### src/hw/jump_branch_regs.vh
`ifndef JUMP_BRANCH_REGS_VH
`define JUMP_BRANCH_REGS_VH

// Program space below 8 kB
`define JB_PROG_BYTES 8192
`define JB_PC_W 13

// Accumulator word
`define JB_ACC_W 24
`define JB_BIT_MAX 5'd23

// Relative offset width, signed bytes
`define JB_OFS_W 8

// Jump kinds on op_kind
`define JB_OP_JUMP 3'h0
`define JB_OP_BIT_CLEAR 3'h1
`define JB_OP_BIT_SET 3'h2
`define JB_OP_CARRY_CLEAR 3'h3
`define JB_OP_CARRY_SET 3'h4

// Accumulator select codes
`define JB_ACC_X 2'h0
`define JB_ACC_Y 2'h1
`define JB_ACC_Z 2'h2
`define JB_ACC_R 2'h3

// Instruction lengths in bytes
`define JB_LEN_REL 2'h2
`define JB_LEN_ABS 2'h3
`define JB_LEN_BIT 2'h3

// Execution cycles
`define JB_CYC_REL 3'h3
`define JB_CYC_ABS 3'h4
`define JB_CYC_BIT 3'h4

`endif

### src/hw/jump_branch_unit.v
// Behaviour
// - Unconditional jump always loads target
// - Program counter covers only 8 kB
// - Relative form 2 bytes, absolute 3
// - Relative form 3 cycles, absolute 4
// - Bit tests pick x/y/z/r and bit 0..23
// - Bit clear jumps on 0; 3 bytes, 4 cycles
// - Bit set jumps on 1; same cost
// - Carry clear jumps when carry is 0
// - Carry set jumps when carry is 1
`include "jump_branch_regs.vh"

module jump_branch_unit (
  input wire sys_clk,
  input wire resetn,
  input wire pc_load,
  input wire [`JB_PC_W-1:0] pc_load_value,
  input wire issue,
  input wire [2:0] op_kind,
  input wire abs_form,
  input wire [`JB_PC_W-1:0] jump_target,
  input wire [1:0] accumulator_select,
  input wire [4:0] bit_index,
  input wire [`JB_ACC_W-1:0] acc_x,
  input wire [`JB_ACC_W-1:0] acc_y,
  input wire [`JB_ACC_W-1:0] acc_z,
  input wire [`JB_ACC_W-1:0] acc_r,
  input wire carry,
  output reg [`JB_PC_W-1:0] pc_q,
  output reg busy_q,
  output reg done_q,
  output reg taken_q,
  output reg reject_q,
  output reg [1:0] instr_len_q
);

  ////////////////////////////////////////////////////////////////////////////
  // Decode of the instruction offered on issue

  reg [`JB_ACC_W-1:0] acc_word;
  reg bit_value;
  reg op_valid;
  reg cond_d;
  reg [1:0] len_d;
  reg [2:0] cyc_d;
  reg [`JB_PC_W-1:0] target_d;
  reg [`JB_PC_W-1:0] next_d;
  wire is_bit_op;
  wire use_abs;

  assign is_bit_op = (op_kind == `JB_OP_BIT_CLEAR) || (op_kind == `JB_OP_BIT_SET);
  // Bit tests exist only in the 3-byte form
  assign use_abs = abs_form | is_bit_op;

  always @* begin
    case (accumulator_select)
      `JB_ACC_X: acc_word = acc_x;
      `JB_ACC_Y: acc_word = acc_y;
      `JB_ACC_Z: acc_word = acc_z;
      default: acc_word = acc_r;
    endcase
  end

  always @* begin
    bit_value = 1'b0;
    if (bit_index <= `JB_BIT_MAX) begin
      bit_value = acc_word[bit_index];
    end
  end

  always @* begin
    op_valid = 1'b1;
    case (op_kind)
      `JB_OP_JUMP: cond_d = 1'b1;
      `JB_OP_BIT_CLEAR: cond_d = (bit_value == 1'b0);
      `JB_OP_BIT_SET: cond_d = (bit_value == 1'b1);
      `JB_OP_CARRY_CLEAR: cond_d = (carry == 1'b0);
      `JB_OP_CARRY_SET: cond_d = (carry == 1'b1);
      default: begin
        cond_d = 1'b0;
        op_valid = 1'b0;
      end
    endcase
    // Bit index beyond the 24-bit word is not a legal operand
    if (is_bit_op && (bit_index > `JB_BIT_MAX)) begin
      op_valid = 1'b0;
    end
  end

  always @* begin
    if (is_bit_op) begin
      len_d = `JB_LEN_BIT;
      cyc_d = `JB_CYC_BIT;
    end else if (use_abs) begin
      len_d = `JB_LEN_ABS;
      cyc_d = `JB_CYC_ABS;
    end else begin
      len_d = `JB_LEN_REL;
      cyc_d = `JB_CYC_REL;
    end
  end

  // Addresses wrap inside the 13-bit space
  always @* begin
    if (use_abs) begin
      target_d = jump_target;
    end else begin
      target_d = pc_q + {{(`JB_PC_W-`JB_OFS_W){jump_target[`JB_OFS_W-1]}},
                         jump_target[`JB_OFS_W-1:0]};
    end
    next_d = pc_q + {{(`JB_PC_W-2){1'b0}}, len_d};
  end

  ////////////////////////////////////////////////////////////////////////////
  // Execution sequence

  localparam ST_IDLE = 1'b0;
  localparam ST_EXEC = 1'b1;

  reg state_q;
  reg [2:0] cnt_q;
  reg [`JB_PC_W-1:0] dest_q;
  reg cond_q;
  wire idle;
  wire accept;
  wire finish;
  wire last;

  assign idle = (state_q == ST_IDLE);
  // Issue is taken only while idle; a busy unit ignores it
  assign accept = idle && issue && op_valid;
  // Completion cycle carries the program counter update
  assign finish = !idle && (cnt_q == 3'h1);
  assign last = !idle && (cnt_q == 3'h0);

  ////////////////////////////////////////////////////////////////////////////
  // Sequencer: state and remaining cycles

  // Counter starts at cycles minus one, so busy spans the full cost
  always @(posedge sys_clk or negedge resetn) begin
    if (!resetn) begin
      state_q <= ST_IDLE;
      cnt_q <= 3'h0;
    end else begin
      case (state_q)
        ST_IDLE: begin
          if (accept) begin
            state_q <= ST_EXEC;
            cnt_q <= cyc_d - 3'h1;
          end
        end
        ST_EXEC: begin
          if (cnt_q == 3'h0) begin
            state_q <= ST_IDLE;
          end else begin
            cnt_q <= cnt_q - 3'h1;
          end
        end
        default: begin
          state_q <= ST_IDLE;
        end
      endcase
    end
  end

  ////////////////////////////////////////////////////////////////////////////
  // Outcome captured at issue; later flag changes do not count

  always @(posedge sys_clk or negedge resetn) begin
    if (!resetn) begin
      dest_q <= {`JB_PC_W{1'b0}};
      cond_q <= 1'b0;
    end else if (accept) begin
      cond_q <= cond_d;
      if (cond_d) begin
        dest_q <= target_d;
      end else begin
        dest_q <= next_d;
      end
    end
  end

  ////////////////////////////////////////////////////////////////////////////
  // Program counter

  always @(posedge sys_clk or negedge resetn) begin
    if (!resetn) begin
      pc_q <= {`JB_PC_W{1'b0}};
    end else if (finish) begin
      pc_q <= dest_q;
    end else if (idle && !issue && pc_load) begin
      // Loads are refused while busy or while an issue is offered
      pc_q <= pc_load_value;
    end
  end

  ////////////////////////////////////////////////////////////////////////////
  // Status outputs

  // Done is a one-cycle pulse; reject stays high for as long as an invalid issue is held while idle
  always @(posedge sys_clk or negedge resetn) begin
    if (!resetn) begin
      busy_q <= 1'b0;
      done_q <= 1'b0;
      taken_q <= 1'b0;
      reject_q <= 1'b0;
      instr_len_q <= 2'h0;
    end else begin
      done_q <= finish;
      reject_q <= idle && issue && !op_valid;
      if (accept) begin
        busy_q <= 1'b1;
        taken_q <= 1'b0;
        instr_len_q <= len_d;
      end else if (finish) begin
        taken_q <= cond_q;
      end else if (last) begin
        busy_q <= 1'b0;
      end
    end
  end

endmodule // jump_branch_unit

### config.mk
export PLATFORM = sky130hd
export DESIGN_NAME = jump_branch_unit
export DESIGN_NICKNAME = d
export VERILOG_FILES = /design/src/hw/jump_branch_unit.v
export VERILOG_INCLUDE_DIRS = /design/src /design/src/hw
export SDC_FILE = /design/constraint.sdc
export NUM_CORES = 1
export LEC_CHECK = 0
export BUFFER_PORTS_ARGS = -buffer_cell sky130_fd_sc_hd__buf_4
export CAP_MARGIN = 20
export CORE_UTILIZATION = 42
export DETAILED_ROUTE_END_ITERATION = 8
export GPL_TIMING_DRIVEN = 0
export HOLD_SLACK_MARGIN = 0.08
export PLACE_DENSITY = 0.74
export SYNTH_ARGS = -nofsm -noshare
export SYNTH_HDL_FRONTEND = slang
export SYNTH_SLANG_ARGS = --single-unit
### constraint.sdc
create_clock -name sys_clk -period 3.9 [get_ports sys_clk]
set_clock_uncertainty 0.1 [all_clocks]
set_input_delay 0.195 -clock sys_clk [delete_from_list [all_inputs] [get_ports sys_clk]]
set_output_delay 0.195 -clock sys_clk [all_outputs]
set_load 0.05 [all_outputs]
==> Yosys cells after proc, flatten, opt, wreduce, memory -nomap -nowiden <==
Cells that the tools add are included.
{ "op_classes": {"eq_ne": 10, "magnitude_cmp": 3, "n_mux": 26, "add_sub_neg": 4, "reduce_logical": 20, "bitwise": 4} }
{ "ops": {"columns": ["cell", "count"], "rows": [
  ["24-bit case mux with 3 select lines", 1],
  ["13-bit 2-to-1 mux", 4],
  ["13-bit adder", 1],
  ["13-bit by 2-bit adder with 13-bit output", 1],
  ["1-bit 2-to-1 mux", 13],
  ["3-bit 2-to-1 mux", 4],
  ["1-bit logical AND", 8],
  ["3-bit by 1-bit equality test with 1-bit output, second input constant", 2],
  ["3-bit by 2-bit equality test with 1-bit output, second input constant", 2],
  ["3-bit logical NOT", 2],
  ["5-bit by 6-bit < comparator with 1-bit output, second input constant", 1],
  ["3-bit case mux with 2 select lines", 1],
  ["2-bit nonzero test", 3],
  ["3-bit by 1-bit subtractor with 3-bit output, second input constant", 2],
  ["1-bit binary-select mux with 5-bit select", 1],
  ["5-bit > comparator, second input constant", 1],
  ["5-bit <= comparator, second input constant", 1],
  ["1-bit case mux with 5 select lines", 1],
  ["5-bit OR reduction", 1],
  ["2-bit inequality test, second input constant", 2],
  ["2-bit AND reduction", 2],
  ["3-bit equality test, second input constant", 1],
  ["1-bit inverter", 3],
  ["2-bit by 1-bit equality test with 1-bit output, second input constant", 1],
  ["other kinds (7)", 8]
]} }
{ "totals": {"regBits": 37, "elab_cells": 77, "inputBits": 138} }

==> Logic depth before layout (Yosys ltp) <==
{ "depth": {"word_depth": 8, "depth_mapped": 12} }

==> Worst setup path before layout <==
No wires, ideal clock.
{ "synth_timing": {"path_kind": "reg-to-reg", "startpoint": "register pc_q[0]", "endpoint": "register dest_q[12]", "required_time_ns": 3.674, "arrival_ns": 2.612, "path_slack_ns": 1.062, "n_path_buf": 0, "stages_incl_launch_ff": 12, "path_cell_list": "dfrtp_1 ha_1 inv_1 fa_1 nor2b_1 o31ai_1 a21oi_1 a311oi_1 o21bai_1 xnor2_1 a211oi_1 a221o_1"} }
{ "synth_between": {"elab_chain_cells": 3, "elab_cells_between_ends": 4, "cone_classes": "2 x add/sub; 2 x mux"} }
{ "synth_lines": {"columns": ["element", "line_no", "rtl"], "rows": [
  ["start, declared", "jump_branch_unit.v:29", "output reg [`JB_PC_W-1:0] pc_q,"],
  ["start signal, assigned", "jump_branch_unit.v:188", "pc_q <= {`JB_PC_W{1'b0}};"],
  ["start signal, assigned", "jump_branch_unit.v:190", "pc_q <= dest_q;"],
  ["start signal, assigned", "jump_branch_unit.v:193", "pc_q <= pc_load_value;"],
  ["13-bit adder", "jump_branch_unit.v:108", "target_d = pc_q + {{(`JB_PC_W-`JB_OFS_W){jump_target[`JB_OFS_W-1]}},"],
  ["13-bit 2-to-1 mux", "jump_branch_unit.v:105", "if (use_abs) begin"],
  ["13-bit 2-to-1 mux (*)", "jump_branch_unit.v:175", "if (cond_d) begin"],
  ["end signal, assigned", "jump_branch_unit.v:171", "dest_q <= {`JB_PC_W{1'b0}};"],
  ["end signal, assigned", "jump_branch_unit.v:176", "dest_q <= target_d;"],
  ["end signal, assigned", "jump_branch_unit.v:178", "dest_q <= next_d;"],
  ["end, declared", "jump_branch_unit.v:122", "reg [`JB_PC_W-1:0] dest_q;"]
]} }
Mark *: on every way between the ends. The rest lies on a longest branch, timed or not.
A chain may end at the register's enable or synchronous reset.

==> Worst setup path in the final report <==
{ "layout_timing": {"startpoint": "input op_kind[0]", "endpoint": "register dest_q[12]"} }
{ "layout_between": {"elab_chain_cells": 7, "elab_cells_between_ends": 18, "cone_classes": "1 x add/sub; 4 x eq/ne; 7 x mux; 1 x bitwise; 5 x reduce/logical"} }
{ "layout_lines": {"columns": ["element", "line_no", "rtl"], "rows": [
  ["start, declared", "jump_branch_unit.v:19", "input wire [2:0] op_kind,"],
  ["3-bit by 1-bit equality test with 1-bit output / 3-bit by 2-bit equality test with 1-bit output (equally long branches)", null, null],
  ["1-bit logical OR (*)", "jump_branch_unit.v:51", "assign is_bit_op = (op_kind == `JB_OP_BIT_CLEAR) || (op_kind == `JB_OP_BIT_SET);"],
  ["1-bit bitwise OR", "jump_branch_unit.v:53", "assign use_abs = abs_form | is_bit_op;"],
  ["1-bit 2-to-1 mux", "jump_branch_unit.v:94", "end else if (use_abs) begin"],
  ["1-bit 2-to-1 mux (*)", "jump_branch_unit.v:91", "if (is_bit_op) begin"],
  ["net len_d[0]", "jump_branch_unit.v:44", "reg [1:0] len_d;"],
  ["13-bit by 2-bit adder with 13-bit output (*)", "jump_branch_unit.v:111", "next_d = pc_q + {{(`JB_PC_W-2){1'b0}}, len_d};"],
  ["13-bit 2-to-1 mux (*)", "jump_branch_unit.v:175", null]
]} }
The timed path passes the listed nets; every way through them passes the cells marked *.

==> metrics.md <==
| Metric | Value |
|---|---|
| Reg clk slew, reported paths | `70 ps` |
| Hold EP | `pc_q[5]` |
| Minimum hold slack | `88.4 ps` |
| Pwr dens | `516 nW/um2` |
| Final setup TNS | `0 ps` |
| FP Rows | `33` |
| Clock power frac | `0.113` |
| P_leak | `2.32 nW` |
| Seq. cell area | `926 um2` |
| Worst Setup End Kind | `flip-flop` |
| Fin nets | `729` |
| Gr usage total | `0.254` |
| Critical path startpoint category | `primary input` |
| Maximum VDD drop | `0.000208 V` |
| Die W | `95.3 um` |
| Multi-input logic area | `2550 um2` |
| Post-synth top cells | `nand2_1 (48), dfrtp_1 (37), mux2i_1 (35), o21ai_0 (34), nor2_1 (23)` |
| Fmax | `0.315 GHz` |
| Max-slew violations | `0` |
| Status | `complete, no violations` |
| Max-cap violations | `0` |
| Pin count of the biggest net entering global routing | `38` |
| Cell area after layout | `5050 um2` |
| DR WL/cell | `16.5 um` |
| Reg2reg end | `dest_q[12]` |
| Period utilisation layout | `0.814` |
| Root Driver | `clkbuf_8` |
| Longest Clk Path Bufs | `2` |
| Register bit total from synthesis | `37` |
| Area grow syn2layout | `38.3%` |
| Crit Path Max Fanout | `10` |
| Antenna Nets Post-Route | `0` |
| Yosys warning total | `0` |
| Die height | `95.3 um` |
| Worst-Margin Slew | `768 ps` |
| Initial DRC Count | `125` |
| Final Critical Period | `3170 ps` |
| Sw frac | `0.479` |
| CTS tree | `yes` |
| Final WL | `11200 um` |
| Hold_sp | `pc_load_value[5]` |
| Combinational share of power | `0.598` |
| H-Tree Depth | `2` |
| # IOs | `157` |
| CP required | `3980 ps` |
| Routability cong. | `0.847` |
| EDFF count, synth | `0` |
| Data arrival time of the worst path | `3250 ps` |
| Top-area cell type share of the netlist area | `0.253` |
| DP HPWL | `9270 um` |
| Layout cell share with drive strength beyond 1 | `0.347` |
| Die area | `9080 um2` |
| HP Class | `primary input to flip-flop` |
| Endpoints failing setup | `0` |
| CP Class | `primary input to flip-flop` |
| Async set-reset flop share out of synthesis | `1.00` |
| Via/cell ratio | `5.71` |
| CORE AREA | `8340 um2` |
| Post-synthesis sequential area ratio | `0.253` |
| Buffers on Ports | `154` |
| Hold path depth | `3` |
| Top cells by area, synth | `dfrtp_1 (25%), mux2i_1 (9.6%), mux4_2 (6.2%)` |
| First-pass iteration count of the detailed router | `4` |
| Vias | `3876` |
| Filler cells | `746` |
| Clk sink count | `37` |
| Total gr overflow | `0` |
| Crit Reg-Reg Startpoint | `pc_q[0]` |
| Area post-placement | `4940 um2` |
| Wire length of the first global-routing pass | `18000 um` |
| Drt drc | `0` |
| RSZ-0062 raised after global routing | `no` |
| Mapped Cells | `411` |
| TritonCTS Buffers | `5` |
| N_diodes | `0` |
| Headroom to the max-slew limit | `0.486` |
| Flop-to-flop setup slack | `900 ps` |
| Vias in the first global route | `3807` |
| Initial antenna violation count | `0` |
| Clock Latency Late Sink | `290 ps` |
| Unique cell type count in the Yosys netlist | `65` |
| R2R depth | `11` |
| NetSw | `1.25 mW` |
| Mean Syn Cell Area | `8.90 um2` |
| Hold Fails Final Rpt | `0` |
| Cts repair resizes | `0` |
| Part of the power in registers | `0.289` |
| Leading area contributor after synthesis | `dfrtp_1` |
| Syn Nets | `567` |
| Most common cell in the synthesized netlist | `nand2_1` |
| Initial core utilization | `0.438` |
| Post-Syn Area | `3660 um2` |
| Postcts setup bufs | `0` |
| Top FF cell, synth | `dfrtp_1` |
| Cell-internal power | `1.36 mW` |
-- worst max-delay path, stage by stage --
cell and delay, ps:
buf_4 140, xnor2_1 140, nor2_1 50, nor2_1 580, clkinv_1 480, clkbuf_1 330
ha_1 320, inv_1 80, ha_1 260, nand3b_1 180, xor2_1 180, nor4_1 60
a221o_1 250
-- power by group through the flow --
stage,Sequential (mW),Combinational [mW],Clock (mW)
3_3_place_gp,0.745,1.52,0
4_1_cts,0.749,1.56,0.299
2_1_floorplan,0.950,0.858,0
6_report,0.754,1.56,0.295
3_5_place_dp,0.754,1.56,0
5_1_grt,0.777,1.72,0.313
-- layout by cell type (no fill, tap or decap), types with 3 or more instances in the layout --
| cell type | count |
|---|---|
| xnor2_1 | 13 |
| mux2i_1 | 35 |
| nand3_1 | 11 |
| nand4_1 | 13 |
| o211ai_1 | 9 |
| o21ai_0 | 34 |
| a211oi_1 | 7 |
| nor3b_1 | 4 |
| nor2_1 | 23 |
| clkbuf_8 | 7 |
| nand2b_1 | 4 |
| o311ai_2 | 7 |
| inv_1 | 11 |
| clkbuf_1 | 12 |
| nor2b_1 | 6 |
| mux4_2 | 10 |
| buf_4 | 155 |
| o21a_1 | 3 |
| a31oi_1 | 5 |
| and3_1 | 7 |
| ha_1 | 17 |
| buf_2 | 7 |
| nand2_1 | 48 |
| dfrtp_1 | 37 |
| nand3b_1 | 10 |
| a21oi_1 | 15 |
| xor2_1 | 8 |
| nor3_1 | 7 |
-- cells by family after synthesis --
logic type	synth area share
AND/OR/NAND/NOR	0.198
AO/OA/AOI/OAI	0.211
multiplexers	0.175
buffers and inverters	0.0486
flip-flops	0.253
XOR/XNOR	0.0503
adder cells (fa/ha/maj)	0.0637
-- routing by layer --
layer | up-vias | routed length [um] | GRT usage
li1 | 1883 | - | -
met1 | 1829 | 4690 | 0.307
met2 | 147 | 5620 | 0.463
met3 | 17 | 685 | 0.0343
met4 | 0 | 214 | 0.0783
met5 | - | 0 | 0
-- worst max path at each step --
| stage | startpoint | to | slack (ps) |
|---|---|---|---|
| after floorplan | pc_q[0] | dest_q[12] | 1060 |
| after global placement | op_kind[0] | dest_q[12] | 440 |
| after detailed placement | op_kind[0] | dest_q[12] | 410 |
| after CTS | op_kind[0] | dest_q[12] | 710 |
| after global routing | op_kind[0] | dest_q[12] | 460 |
| final | op_kind[0] | dest_q[12] | 730 |
-- registers in the layout (all words and copies together) (netlist names) --
signal / cells
busy_q: 1
cnt_q: 3
cond_q: 1
dest_q: 13
done_q: 1
instr_len_q: 2
pc_q: 13
reject_q: 1
state_q: 1
taken_q: 1
-- timing repair --
item,in CTS,in global routing
hold endpoints to repair,37,0
hold buffers,1,0
endpoints found under the setup margin,0,0
-- final cells by class --
| cell class | instances | share of cell area |
|---|---|---|
| sequential | 37 | 0.183 |
| tap | 105 | 0.0260 |
| clock inverter | 1 | 0.000990 |
| multi-input combinational | 337 | 0.505 |
| timing repair buffer | 155 | 0.231 |
| clock buffer | 7 | 0.0191 |
| buffer | 25 | 0.0262 |
| inverter | 12 | 0.00891 |
-- through the flow --
| step | utilization | power (mW) | instances | setup WS, ps |
|---|---|---|---|---|
| 4_1_cts | 0.606 | 2.61 | 679 | 709 |
| 6_report | 0.606 | 2.61 | 679 | 726 |
| 2_1_floorplan | - | 1.81 | 411 | 1060 |
| 3_3_place_gp | 0.593 | 2.26 | 670 | 442 |
| 5_1_grt | 0.606 | 2.81 | 679 | 458 |
| 3_5_place_dp | 0.593 | 2.31 | 670 | 413 |
Note: power is estimated with default switching activity, not from simulation.
